**src/hw/failover_cfg_pkg.sv**
```systemverilog
// constants and types for the failover switcher configuration decode
package failover_cfg_pkg;

   localparam int unsigned CLK_HZ            = 50_000_000;
   localparam int unsigned PULSE_MS          = 500;
   localparam int unsigned REPEAT_S          = 10;
   localparam int unsigned PULSE_CYCLES      = CLK_HZ / 1000 * PULSE_MS;
   localparam int unsigned REPEAT_CYCLES     = CLK_HZ * REPEAT_S;
   localparam int unsigned FLASH_CYCLES      = CLK_HZ / 4;
   localparam int unsigned CNT_W             = 32;

   // bank 2 field positions
   localparam int unsigned B2_RATE_LSB       = 0;
   localparam int unsigned B2_SYNC_SRC       = 3;
   localparam int unsigned B2_MODE_LSB       = 4;
   localparam int unsigned B2_START_MODE     = 6;
   localparam int unsigned B2_LOCK_FAIL      = 7;
   localparam int unsigned B2_PAIR_LSB       = 8;
   // bank 3 field positions
   localparam int unsigned B3_IGNORE_LSB     = 0;
   localparam int unsigned B3_REMOTE_EN      = 8;
   localparam int unsigned B3_FS_LSB         = 9;
   localparam int unsigned B3_BOOT           = 11;

   localparam logic [3:0] CHAN_DEFAULT       = 4'h0;
   localparam logic [1:0] LED_OFF            = 2'h0;
   localparam logic [1:0] LED_GREEN          = 2'h1;
   localparam logic [1:0] LED_YELLOW         = 2'h2;
   localparam logic [1:0] LED_RED            = 2'h3;

   typedef enum logic [2:0] {
      RATE_32K, RATE_44K1, RATE_48K, RATE_88K2,
      RATE_96K, RATE_176K4, RATE_192K, RATE_NONE
   } rate_t;

   typedef enum logic [1:0] {
      SYNC_MASTER, SYNC_AUTO, SYNC_SLAVE, SYNC_RESERVED
   } sync_mode_t;

   typedef enum logic [1:0] {
      FS_24DBU, FS_18DBU, FS_12DBU, FS_RESERVED
   } full_scale_t;

   typedef enum logic [1:0] {
      SRC_INTERNAL, SRC_WORDCLOCK, SRC_MAIN_PAIR1
   } sync_src_t;

   typedef struct packed {
      rate_t       rate;
      sync_mode_t  sync_mode;
      sync_src_t   sync_src;
      logic        lock_immediate;
      logic [3:0]  pair_analogue;
      logic [7:0]  monitor_en;
      logic        remote_ctrl;
      full_scale_t full_scale;
   } cfg_t;

endpackage : failover_cfg_pkg

```
**src/hw/failover_switch_config_decode.sv**
```systemverilog
// switch decode, remote-start output and sync indicator for the failover switcher
// What this block does
// - master mode rate from three-switch code
// - sync source: wordclock input or main pair
// - sync source ignored while sync master
// - two-switch sync mode, both on reserved
// - remote start follows monitored channel, default one
// - latched mode holds low until main or manual restore
// - momentary mode pulses low half second
// - momentary pulse repeats every ten seconds
// - lock loss immediate switch when enabled
// - otherwise lock loss counts as level loss
// - pair switch selects analogue or digital
// - ignore switch removes channel from detection
// - remote enable selects serial supplied settings
// - two-switch full scale code, reserved both
// - boot switch at power up enters boot
// - boot mode updates only via serial
// - sync led colour and flash on loss
`timescale 1ns/1ns
module failover_switch_config_decode #(
   parameter bit                    LATCH_WHEN_ON = 1'b1,
   parameter int unsigned           PULSE_LEN     = failover_cfg_pkg::PULSE_CYCLES,
   parameter int unsigned           REPEAT_LEN    = failover_cfg_pkg::REPEAT_CYCLES,
   parameter int unsigned           FLASH_LEN     = failover_cfg_pkg::FLASH_CYCLES
) (
   input  wire logic                       clk_i,
   input  wire logic                       rst_n_i,
   input  wire logic [11:0]                bank2_i,
   input  wire logic [11:0]                bank3_i,
   input  wire failover_cfg_pkg::cfg_t     remote_cfg_i,
   input  wire logic [2:0]                 monitor_chan_i,
   input  wire logic                       monitor_chan_wr_i,
   input  wire logic [7:0]                 chan_silent_i,
   input  wire logic                       backup_selected_i,
   input  wire logic                       manual_restore_i,
   input  wire logic                       backup_level_ok_i,
   input  wire logic                       sync_lost_i,
   output failover_cfg_pkg::cfg_t          cfg_o,
   output logic                            lock_switch_o,
   output logic                            lock_as_level_o,
   output logic [7:0]                      silence_mon_o,
   output logic                            start_silence_o,
   output logic                            remote_start_o,
   output logic                            remote_start_oe_o,
   output logic [1:0]                      sync_led_o,
   output logic                            boot_mode_o,
   output logic                            serial_update_en_o
);
   import failover_cfg_pkg::*;

   // switch synchronisers: three stages, change taken when stages 2 and 3 agree
   logic [23:0] sw_s1_reg, sw_s2_reg, sw_s3_reg, sw_reg;
   logic [23:0] sw_s1_next, sw_s2_next, sw_s3_next, sw_next;
   logic [1:0]  lost_s_reg, lost_s_next;
   logic        lost_s3_reg, lost_s3_next, lost_reg, lost_next;

   always_comb begin
      sw_s1_next   = {bank3_i, bank2_i};
      sw_s2_next   = sw_s1_reg;
      sw_s3_next   = sw_s2_reg;
      sw_next      = (sw_s2_reg == sw_s3_reg) ? sw_s3_reg : sw_reg;
      lost_s_next  = {lost_s_reg[0], sync_lost_i};
      lost_s3_next = lost_s_reg[1];
      lost_next    = (lost_s_reg[1] == lost_s3_reg) ? lost_s3_reg : lost_reg;
   end

   always_ff @(posedge clk_i or negedge rst_n_i) begin
      if (!rst_n_i) begin
         sw_s1_reg   <= 24'h000000;
         sw_s2_reg   <= 24'h000000;
         sw_s3_reg   <= 24'h000000;
         sw_reg      <= 24'h000000;
         lost_s_reg  <= 2'h0;
         lost_s3_reg <= 1'b0;
         lost_reg    <= 1'b0;
      end else begin
         sw_s1_reg   <= sw_s1_next;
         sw_s2_reg   <= sw_s2_next;
         sw_s3_reg   <= sw_s3_next;
         sw_reg      <= sw_next;
         lost_s_reg  <= lost_s_next;
         lost_s3_reg <= lost_s3_next;
         lost_reg    <= lost_next;
      end
   end

   logic [11:0] b2, b3;
   assign b2 = sw_reg[11:0];
   assign b3 = sw_reg[23:12];

   // local switch decode
   cfg_t local_cfg;
   always_comb begin
      local_cfg.rate = rate_t'(b2[B2_RATE_LSB +: 3]);
      local_cfg.sync_mode = sync_mode_t'(b2[B2_MODE_LSB +: 2]);
      if (local_cfg.sync_mode == SYNC_MASTER) begin
         local_cfg.sync_src = SRC_INTERNAL;
      end else begin
         local_cfg.sync_src = b2[B2_SYNC_SRC] ? SRC_WORDCLOCK : SRC_MAIN_PAIR1;
      end
      local_cfg.lock_immediate = b2[B2_LOCK_FAIL];
      local_cfg.pair_analogue  = b2[B2_PAIR_LSB +: 4];
      local_cfg.monitor_en     = ~b3[B3_IGNORE_LSB +: 8];
      local_cfg.remote_ctrl    = b3[B3_REMOTE_EN];
      local_cfg.full_scale     = full_scale_t'(b3[B3_FS_LSB +: 2]);
   end

   // registered configuration, remote-supplied when enabled
   cfg_t cfg_reg, cfg_next;
   logic lock_sw_reg, lock_sw_next, lock_lvl_reg, lock_lvl_next;
   logic [7:0] mon_reg, mon_next;
   always_comb begin
      cfg_next = b3[B3_REMOTE_EN] ? remote_cfg_i : local_cfg;
      cfg_next.remote_ctrl = b3[B3_REMOTE_EN];
      lock_sw_next  = lost_reg && cfg_next.lock_immediate;
      lock_lvl_next = lost_reg && !cfg_next.lock_immediate;
      mon_next      = cfg_next.monitor_en;
   end

   always_ff @(posedge clk_i or negedge rst_n_i) begin
      if (!rst_n_i) begin
         cfg_reg      <= '0;
         lock_sw_reg  <= 1'b0;
         lock_lvl_reg <= 1'b0;
         mon_reg      <= 8'h00;
      end else begin
         cfg_reg      <= cfg_next;
         lock_sw_reg  <= lock_sw_next;
         lock_lvl_reg <= lock_lvl_next;
         mon_reg      <= mon_next;
      end
   end

   assign cfg_o           = cfg_reg;
   assign lock_switch_o   = lock_sw_reg;
   assign lock_as_level_o = lock_lvl_reg;
   assign silence_mon_o   = mon_reg;

   // boot strap caught once, after reset release, once the filter has settled
   logic       boot_reg, boot_next, boot_done_reg, boot_done_next;
   logic [2:0] boot_wait_reg, boot_wait_next;
   always_comb begin
      boot_wait_next = boot_wait_reg;
      boot_done_next = boot_done_reg;
      boot_next      = boot_reg;
      if (!boot_done_reg) begin
         // wait for the filtered value, the reset zero would be caught otherwise
         if (boot_wait_reg == 3'h4) begin
            boot_next      = sw_reg[12 + B3_BOOT];
            boot_done_next = 1'b1;
         end else begin
            boot_wait_next = boot_wait_reg + 3'h1;
         end
      end
   end

   always_ff @(posedge clk_i or negedge rst_n_i) begin
      if (!rst_n_i) begin
         boot_reg      <= 1'b0;
         boot_done_reg <= 1'b0;
         boot_wait_reg <= 3'h0;
      end else begin
         boot_reg      <= boot_next;
         boot_done_reg <= boot_done_next;
         boot_wait_reg <= boot_wait_next;
      end
   end

   assign boot_mode_o        = boot_reg;
   assign serial_update_en_o = boot_reg;

   // monitored channel for remote start, serial reassignable
   logic [2:0] chan_reg, chan_next;
   logic       start_sil_reg, start_sil_next;
   always_comb begin
      chan_next      = monitor_chan_wr_i ? monitor_chan_i : chan_reg;
      start_sil_next = chan_silent_i[chan_reg];
   end

   // remote start sequencer
   typedef enum logic [1:0] {RS_IDLE, RS_PULSE, RS_WAIT, RS_LATCH} rs_state_t;
   rs_state_t        rs_reg, rs_next;
   logic [CNT_W-1:0] cnt_reg, cnt_next;
   logic             bk_d_reg, bk_d_next;
   logic             start_low_reg, start_low_next;
   logic             latched;
   logic             bk_rise;

   // latched vs momentary polarity unclear, so it is a parameter
   assign latched = (b2[B2_START_MODE] == LATCH_WHEN_ON);
   assign bk_rise = backup_selected_i && !bk_d_reg;

   always_comb begin
      rs_next   = rs_reg;
      cnt_next  = cnt_reg;
      bk_d_next = backup_selected_i;
      case (rs_reg)
         RS_IDLE: begin
            if (bk_rise) begin
               cnt_next = '0;
               rs_next  = latched ? RS_LATCH : RS_PULSE;
            end
         end
         RS_LATCH: begin
            if (!backup_selected_i || manual_restore_i) begin
               rs_next = RS_IDLE;
            end
         end
         RS_PULSE: begin
            cnt_next = cnt_reg + 1'b1;
            if (cnt_reg == CNT_W'(PULSE_LEN - 1)) begin
               rs_next = RS_WAIT;
            end
         end
         RS_WAIT: begin
            cnt_next = cnt_reg + 1'b1;
            if (!backup_selected_i || backup_level_ok_i) begin
               rs_next = RS_IDLE;
            end else if (cnt_reg == CNT_W'(REPEAT_LEN - 1)) begin
               cnt_next = '0;
               rs_next  = RS_PULSE;
            end
         end
         default: rs_next = RS_IDLE;
      endcase
      start_low_next = (rs_next == RS_PULSE) || (rs_next == RS_LATCH);
   end

   always_ff @(posedge clk_i or negedge rst_n_i) begin
      if (!rst_n_i) begin
         rs_reg        <= RS_IDLE;
         cnt_reg       <= '0;
         bk_d_reg      <= 1'b0;
         start_low_reg <= 1'b0;
         chan_reg      <= CHAN_DEFAULT[2:0];
         start_sil_reg <= 1'b0;
      end else begin
         rs_reg        <= rs_next;
         cnt_reg       <= cnt_next;
         bk_d_reg      <= bk_d_next;
         start_low_reg <= start_low_next;
         chan_reg      <= chan_next;
         start_sil_reg <= start_sil_next;
      end
   end

   // open collector: pull low only, never drive high
   assign remote_start_o    = 1'b0;
   assign remote_start_oe_o = start_low_reg;
   assign start_silence_o   = start_sil_reg;

   // sync indicator with flash timer
   logic [CNT_W-1:0] fl_cnt_reg, fl_cnt_next;
   logic             fl_reg, fl_next;
   logic [1:0]       led_reg, led_next;
   always_comb begin
      fl_cnt_next = fl_cnt_reg + 1'b1;
      fl_next     = fl_reg;
      if (fl_cnt_reg == CNT_W'(FLASH_LEN - 1)) begin
         fl_cnt_next = '0;
         fl_next     = !fl_reg;
      end
      case (cfg_reg.sync_mode)
         SYNC_MASTER: led_next = LED_GREEN;
         SYNC_SLAVE:  led_next = (lost_reg && fl_reg) ? LED_OFF : LED_YELLOW;
         SYNC_AUTO:   led_next = (lost_reg && fl_reg) ? LED_OFF : LED_RED;
         default:     led_next = LED_OFF;
      endcase
   end

   always_ff @(posedge clk_i or negedge rst_n_i) begin
      if (!rst_n_i) begin
         fl_cnt_reg <= '0;
         fl_reg     <= 1'b0;
         led_reg    <= LED_OFF;
      end else begin
         fl_cnt_reg <= fl_cnt_next;
         fl_reg     <= fl_next;
         led_reg    <= led_next;
      end
   end

   assign sync_led_o = led_reg;
endmodule : failover_switch_config_decode

```
**config.mk**
```make
export PLATFORM = sky130hd
export DESIGN_NAME = failover_switch_config_decode
export DESIGN_NICKNAME = d
export VERILOG_FILES = /design/src/hw/failover_cfg_pkg.sv /design/src/hw/failover_switch_config_decode.sv
export SDC_FILE = /design/constraint.sdc
export NUM_CORES = 1
export LEC_CHECK = 0
export BUFFER_PORTS_ARGS = -buffer_cell sky130_fd_sc_hd__buf_4
export CAP_MARGIN = 20
export CORE_UTILIZATION = 62
export DETAILED_ROUTE_END_ITERATION = 12
export PLACE_DENSITY = 0.84
export SYNTH_ARGS = -nofsm -noshare
export SYNTH_HDL_FRONTEND = slang
export SYNTH_SLANG_ARGS = --single-unit
```
**constraint.sdc**
```tcl
create_clock -name clk_i -period 4.4 [get_ports clk_i]
set_input_delay 0.44 -clock clk_i [delete_from_list [all_inputs] [get_ports clk_i]]
set_output_delay 0.44 -clock clk_i [all_outputs]
set_load 0.02 [all_outputs]
```
Yosys cells after proc, flatten, opt, wreduce, memory -nomap -nowiden
Cells that the tools add are included.
W data, S select, Z words.

word-level totals
  register bits = 205
  bits of input ports = 65
  word-level logic and storage cells = 90

cells by class
  add/sub/neg operators = 3
  $lt $le $gt $ge = 1
  equality and inequality tests = 14
  muxes and demuxes = 22
  bitwise operators = 3
  reduce and logical (&&, ||, !) cells = 18

operators with widths
  kind                     count
  $mux W32                 4
  $pmux W32 S3             1
  $add A32 B1 Y32 const B  2
  $eq A32 B24 Y1 const B   1
  $eq A32 B25 Y1 const B   1
  $eq A32 B29 Y1 const B   1
  $eq A24 B24 Y1           1
  $mux W23                 1
  $mux W2                  10
  $eq A2 B2 Y1 const B     4
  $not A8 Y8               1
  $pmux W2 S4              1
  $eq A2 B1 Y1 const B     3
  $logic_not A2 Y1         3
  $pmux W2 S3              1
  $reduce_and A2 Y1        3
  $logic_and A1 B1 Y1      4
  $logic_not A1 Y1         4
  $lt A3 B4 Y1 const B     1
  $add A3 B1 Y3 const B    1
  $bmux W1 S3              1
  $eq A3 B3 Y1 const B     1
  $logic_or A1 B1 Y1       3
  $mux W1                  3
  4 further kinds          5

Longest topological paths before layout
  word-level depth = 6
  depth in mapped cells = 8

Least setup slack after synthesis
No wires, ideal clock.

  path kind = reg-to-reg
  from = reg cnt_reg[11]
  to = reg cnt_reg[26]
  arrival time = 1.997 ns
  data required time = 4.279 ns
  slack = 2.282 ns
  stages on the path, launching flop included = 8
  period minus slack after synthesis = 2.118 ns
  cells stage by stage = dfrtp_1 > buf_6 > or4b_4 > nor4_4 > nand4b_2 > buf_2 > nor3b_1 > o22a_1

between the ends
  word-level cells in the longest chain between the ends = 4

RTL lines
  item                                                      line                                                                                                              source
  start: declaration                                        failover_switch_config_decode.sv:184                                                                              logic [CNT_W-1:0] cnt_reg, cnt_next;
  start signal: assignment                                  failover_switch_config_decode.sv:240                                                                              cnt_reg <= cnt_next;
  $add A32 B1 Y32 / $eq A32 B29 Y1 (equally long branches)  failover_switch_config_decode.sv:211, failover_switch_config_decode.sv:217, failover_switch_config_decode.sv:220
  $mux W32                                                  failover_switch_config_decode.sv:220                                                                              end else if (cnt_reg == CNT_W'(REPEAT_LEN - 1)) begin
  $mux W32                                                  failover_switch_config_decode.sv:218                                                                              if (!backup_selected_i || backup_level_ok_i) begin
  $pmux W32 S3 (*)                                          failover_switch_config_decode.sv:198                                                                              case (rs_reg)

Every way passes the cells marked *; elsewhere a longest branch is shown, timed or not.
A chain may end at the register's enable or synchronous reset.

==> impl_metrics.ini <==
[power_and_ir_drop]
power.ir.vdd_worst_uv = 393
power.leakage_nw = 4.47
internal-power_w = 0.00312
powerDensity_nw_per_um2 = 416
p_clk_share_pct = 41.5
share_comb_of_total_power_pct = 10.8
total_switching_power_w = 0.00103
seqPwrFrac_pct = 47.7
switching_share_pct = 24.8

[drt]
vias_post_dr = 5908
drt-total-wl_um = 19000
mean_routed_wirelength_per_cell_um = 19.3
ant_nets = 0
drt-pass1-iter-count = 6
detailedRoute.firstIterationViolations = 497
detail_route.vias_per_cell = 6.03
remaining_drc_errors = 0

[global_route]
grt_pass1_wl_um = 31500
gr-total-overflow = 0
number_of_antenna_violations_at_the_first_check_in_global_routing = 0
grt_start_max_net_pins = 133
grt_pass1_vias = 6192
track_usage_pct = 28.6

[critical_path]
wp_data_required_ps = 4810
worst_r2r_path_depth = 6
critical_path_sink_type = register
crit_type = register to register
cp_slowest_cell = o21a_1
critical_path_maximum_fanout = 20
start_kind = register
timing.critical_path.depth = 6
path_cells = inv_1 > ha_1 > o21a_1 > o21ai_0 > or3b_2 > a31oi_1
max_stage_delay_ps = 680
critPathBufInv = 1
arrival_time_of_data_at_the_critical_path_endpoint_ps = 3250
timing.critical_path.max_delay_family = compound AO/OA/AOI/OAI gates

[synthesis]
synth-edff-count = 0
syn_inst = 696
synth_simple_gate_area_share_pct = 16.5
synthesis.area_sq_um = 8390
synth.avg_cell_area_sq_um = 12.1
synth_area_in_adders_pct = 1.61
synthMuxAreaShare_pct = 6.63
ys.warnings.count = 0
post_synthesis_sequential_element_count = 204
synth_compound_gate_area_share_pct = 5.17
ys_seq_area_share_pct = 60.8
synth_top_family_by_area = simple AND/OR/NAND/NOR gates
synth-async-reset-ratio_pct = 100
syn-num-nets = 771
synth-main-ff-cell = dfrtp_1
post_synth_xor_area_fraction_pct = 6.05
netlist-cell-type-count = 55

[placed_design]
dp_hpwl_um = 12200
routabilityCongestion = 0.894
detailed_place.area_sq_um = 9240
port_buffers = 102

[clock_network]
ctsHtreeMaxLevel = 1
cts_max_path_buffers = 3
cts_buffer_count = 20
postCtsHoldBufs = 0
worstSkewPairLatency_ps = 490
cts-root-buf = clkbuf_16
cts_resized = 0
tritoncts = yes
cts.clk_slew.worst_paths_ps = 70
cts.sink_count = 204
postCtsSetupBuffers = 0

[hold_path]
worst_hold_path_type = input port to register
min_delay_path_depth = 1

[layout]
design.final.nets = 866
final_design_area_no_fill_sq_um = 9980
antenna-diode-count = 0
layout-drive-gt1-share_pct = 23.8
nFillCells = 843
area.growth.synth_to_final_pct = 18.9

[sta]
final.period_utilization_pct = 64.5
final.setup_skew_ps = 11.0
maxSlewViolCount = 0
fmax_mhz = 352
final.min_clock_period_ps = 2840
worst-slew-pin-transition_ps = 813
finalHoldViolations = 0
rsz0062_at_grt = no
max-slew-margin-rel_pct = 45.3
setup_violations = 0
setup-tns-final_ps = 0

[floorplanning]
die-area_sq_um = 14000
fp.coreArea_sq_um = 13200
effective_utilization_at_floorplan_pct = 63.4
die_h_um = 118
design.portCount = 105
dieWidth_um = 118
row_count = 42

[outcome]
result_of_the_run = completed

[run]
max_cap_viol_count = 0
[cells in the final DEF (no fill, tap or decap), types with 5 or more instances in the layout]
cell type	count
xor2_1	23
clkbuf_16	20
nand3b_1	6
ha_1	10
o21ai_0	21
nand2_1	54
nor2_1	32
a31oi_1	15
nand3_1	39
o311ai_0	6
clkbuf_8	5
and4_1	5
inv_1	16
nor3_1	12
dfrtp_1	204
nand2b_1	5
mux2_2	41
and3_1	15
nand4_1	41
nor4_1	11
buf_4	108
a21oi_1	9
clkbuf_1	5
xnor2_1	35
mux2i_1	5
[synth_stat cells, types with 2 or more instances]
| master | count | area [sq um] |
|---|---|---|
| a31oi_1 | 15 | 93.8 |
| nand4b_1 | 3 | 26.3 |
| xnor2_1 | 35 | 307 |
| mux4_2 | 2 | 45.0 |
| or4_1 | 3 | 22.5 |
| clkbuf_1 | 18 | 67.6 |
| a21oi_1 | 9 | 45.0 |
| xor2_1 | 23 | 201 |
| nand3b_1 | 6 | 45.0 |
| nor3b_1 | 3 | 22.5 |
| o311ai_1 | 3 | 26.3 |
| buf_2 | 9 | 45.0 |
| o31ai_1 | 3 | 22.5 |
| o22a_1 | 2 | 17.5 |
| o21ai_0 | 21 | 105 |
| mux2_2 | 41 | 462 |
| nor2b_1 | 4 | 25.0 |
| nand2_1 | 54 | 203 |
| nor3_1 | 12 | 60.1 |
| inv_1 | 16 | 60.1 |
| and4_1 | 5 | 43.8 |
| nor4bb_1 | 2 | 20.0 |
| and3_1 | 15 | 93.8 |
| and2_1 | 4 | 25.0 |
| buf_4 | 10 | 75.1 |
| nand4_1 | 41 | 257 |
| ha_1 | 10 | 125 |
| nor4_1 | 11 | 68.8 |
| dfrtp_1 | 204 | 5100 |
| o311ai_0 | 6 | 52.6 |
| o22ai_1 | 2 | 12.5 |
| nand2b_1 | 5 | 31.3 |
| nor4b_1 | 4 | 35.0 |
| mux2i_1 | 5 | 50.1 |
| nor2_1 | 32 | 120 |
| nand3_1 | 39 | 195 |
[worst reg2reg max path, stage by stage (launching register included)]
cell,delay [ps]
dfrtp_1,430
inv_1,110
ha_1,340
o21a_1,680
o21ai_0,460
or3b_2,560
a31oi_1,180
[final timing paths]
path | from | end | slack, ps
max reg2reg | remote_start_oe_o | cnt_reg[30] | 1560
max in group asynchronous | rst_n_i | sw_s1_reg[14] | 2800
min in group asynchronous | rst_n_i | silence_mon_o[5] | 360
min | bank2_i[4] | sw_s1_reg[4] | 50
min reg2reg | sw_s1_reg[19] | sw_s2_reg[19] | 350
max | remote_start_oe_o | cnt_reg[30] | 1560
[metrics by stage]
step           std cells  total power (W)  hold WS, ps  utilization (%)  setup WS [ps]
6_report             980          0.00415         53.9             75.3           1560
5_1_grt              980          0.00430         41.5             75.3           1430
2_1_floorplan        696          0.00226          144                -           2280
4_1_cts              977          0.00418         41.5             74.8           1590
3_3_place_gp         942          0.00242          333             69.8           1760
3_5_place_dp         942          0.00245          335             69.8           1600
[cells by family (layout without fill, tap and decap cells)]
logic type | count (synthesis) | after routing
other cells | 1 | 1
compound gates | 68 | 68
simple gates | 251 | 251
buf+inv | 55 | 163
xor+xnor | 58 | 58
mux | 48 | 48
flops | 204 | 204
fa+ha+maj | 11 | 11
[metal layers]
metal / global-route usage (%) / share of wire (%)
met1: 35.5 / 39
met2: 51.5 / 53
met3: 4.01 / 4.9
met5: 0 / 0
met4: 9.62 / 2.8
[final cells by class]
type	instances	area [sq um]	share of cell area, %
timing repair buffer	112	890	8.92
sequential	204	5100	51.2
clock buffer	29	574	5.76
inverter	16	60.1	0.602
multi-input combinational	437	3030	30.4
tap	176	220	2.21
clock inverter	6	96.3	0.966
[power by group through the flow]
stage | Clock [W] | Combinational (W) | Sequential [W]
6_report | 0.00172 | 0.000447 | 0.00198
5_1_grt | 0.00182 | 0.000487 | 0.00199
4_1_cts | 0.00176 | 0.000442 | 0.00198
3_5_place_dp | 0 | 0.000436 | 0.00201
3_3_place_gp | 0 | 0.000412 | 0.00201
2_1_floorplan | 0 | 0.000257 | 0.00201
(Power assumes the default switching activity.)
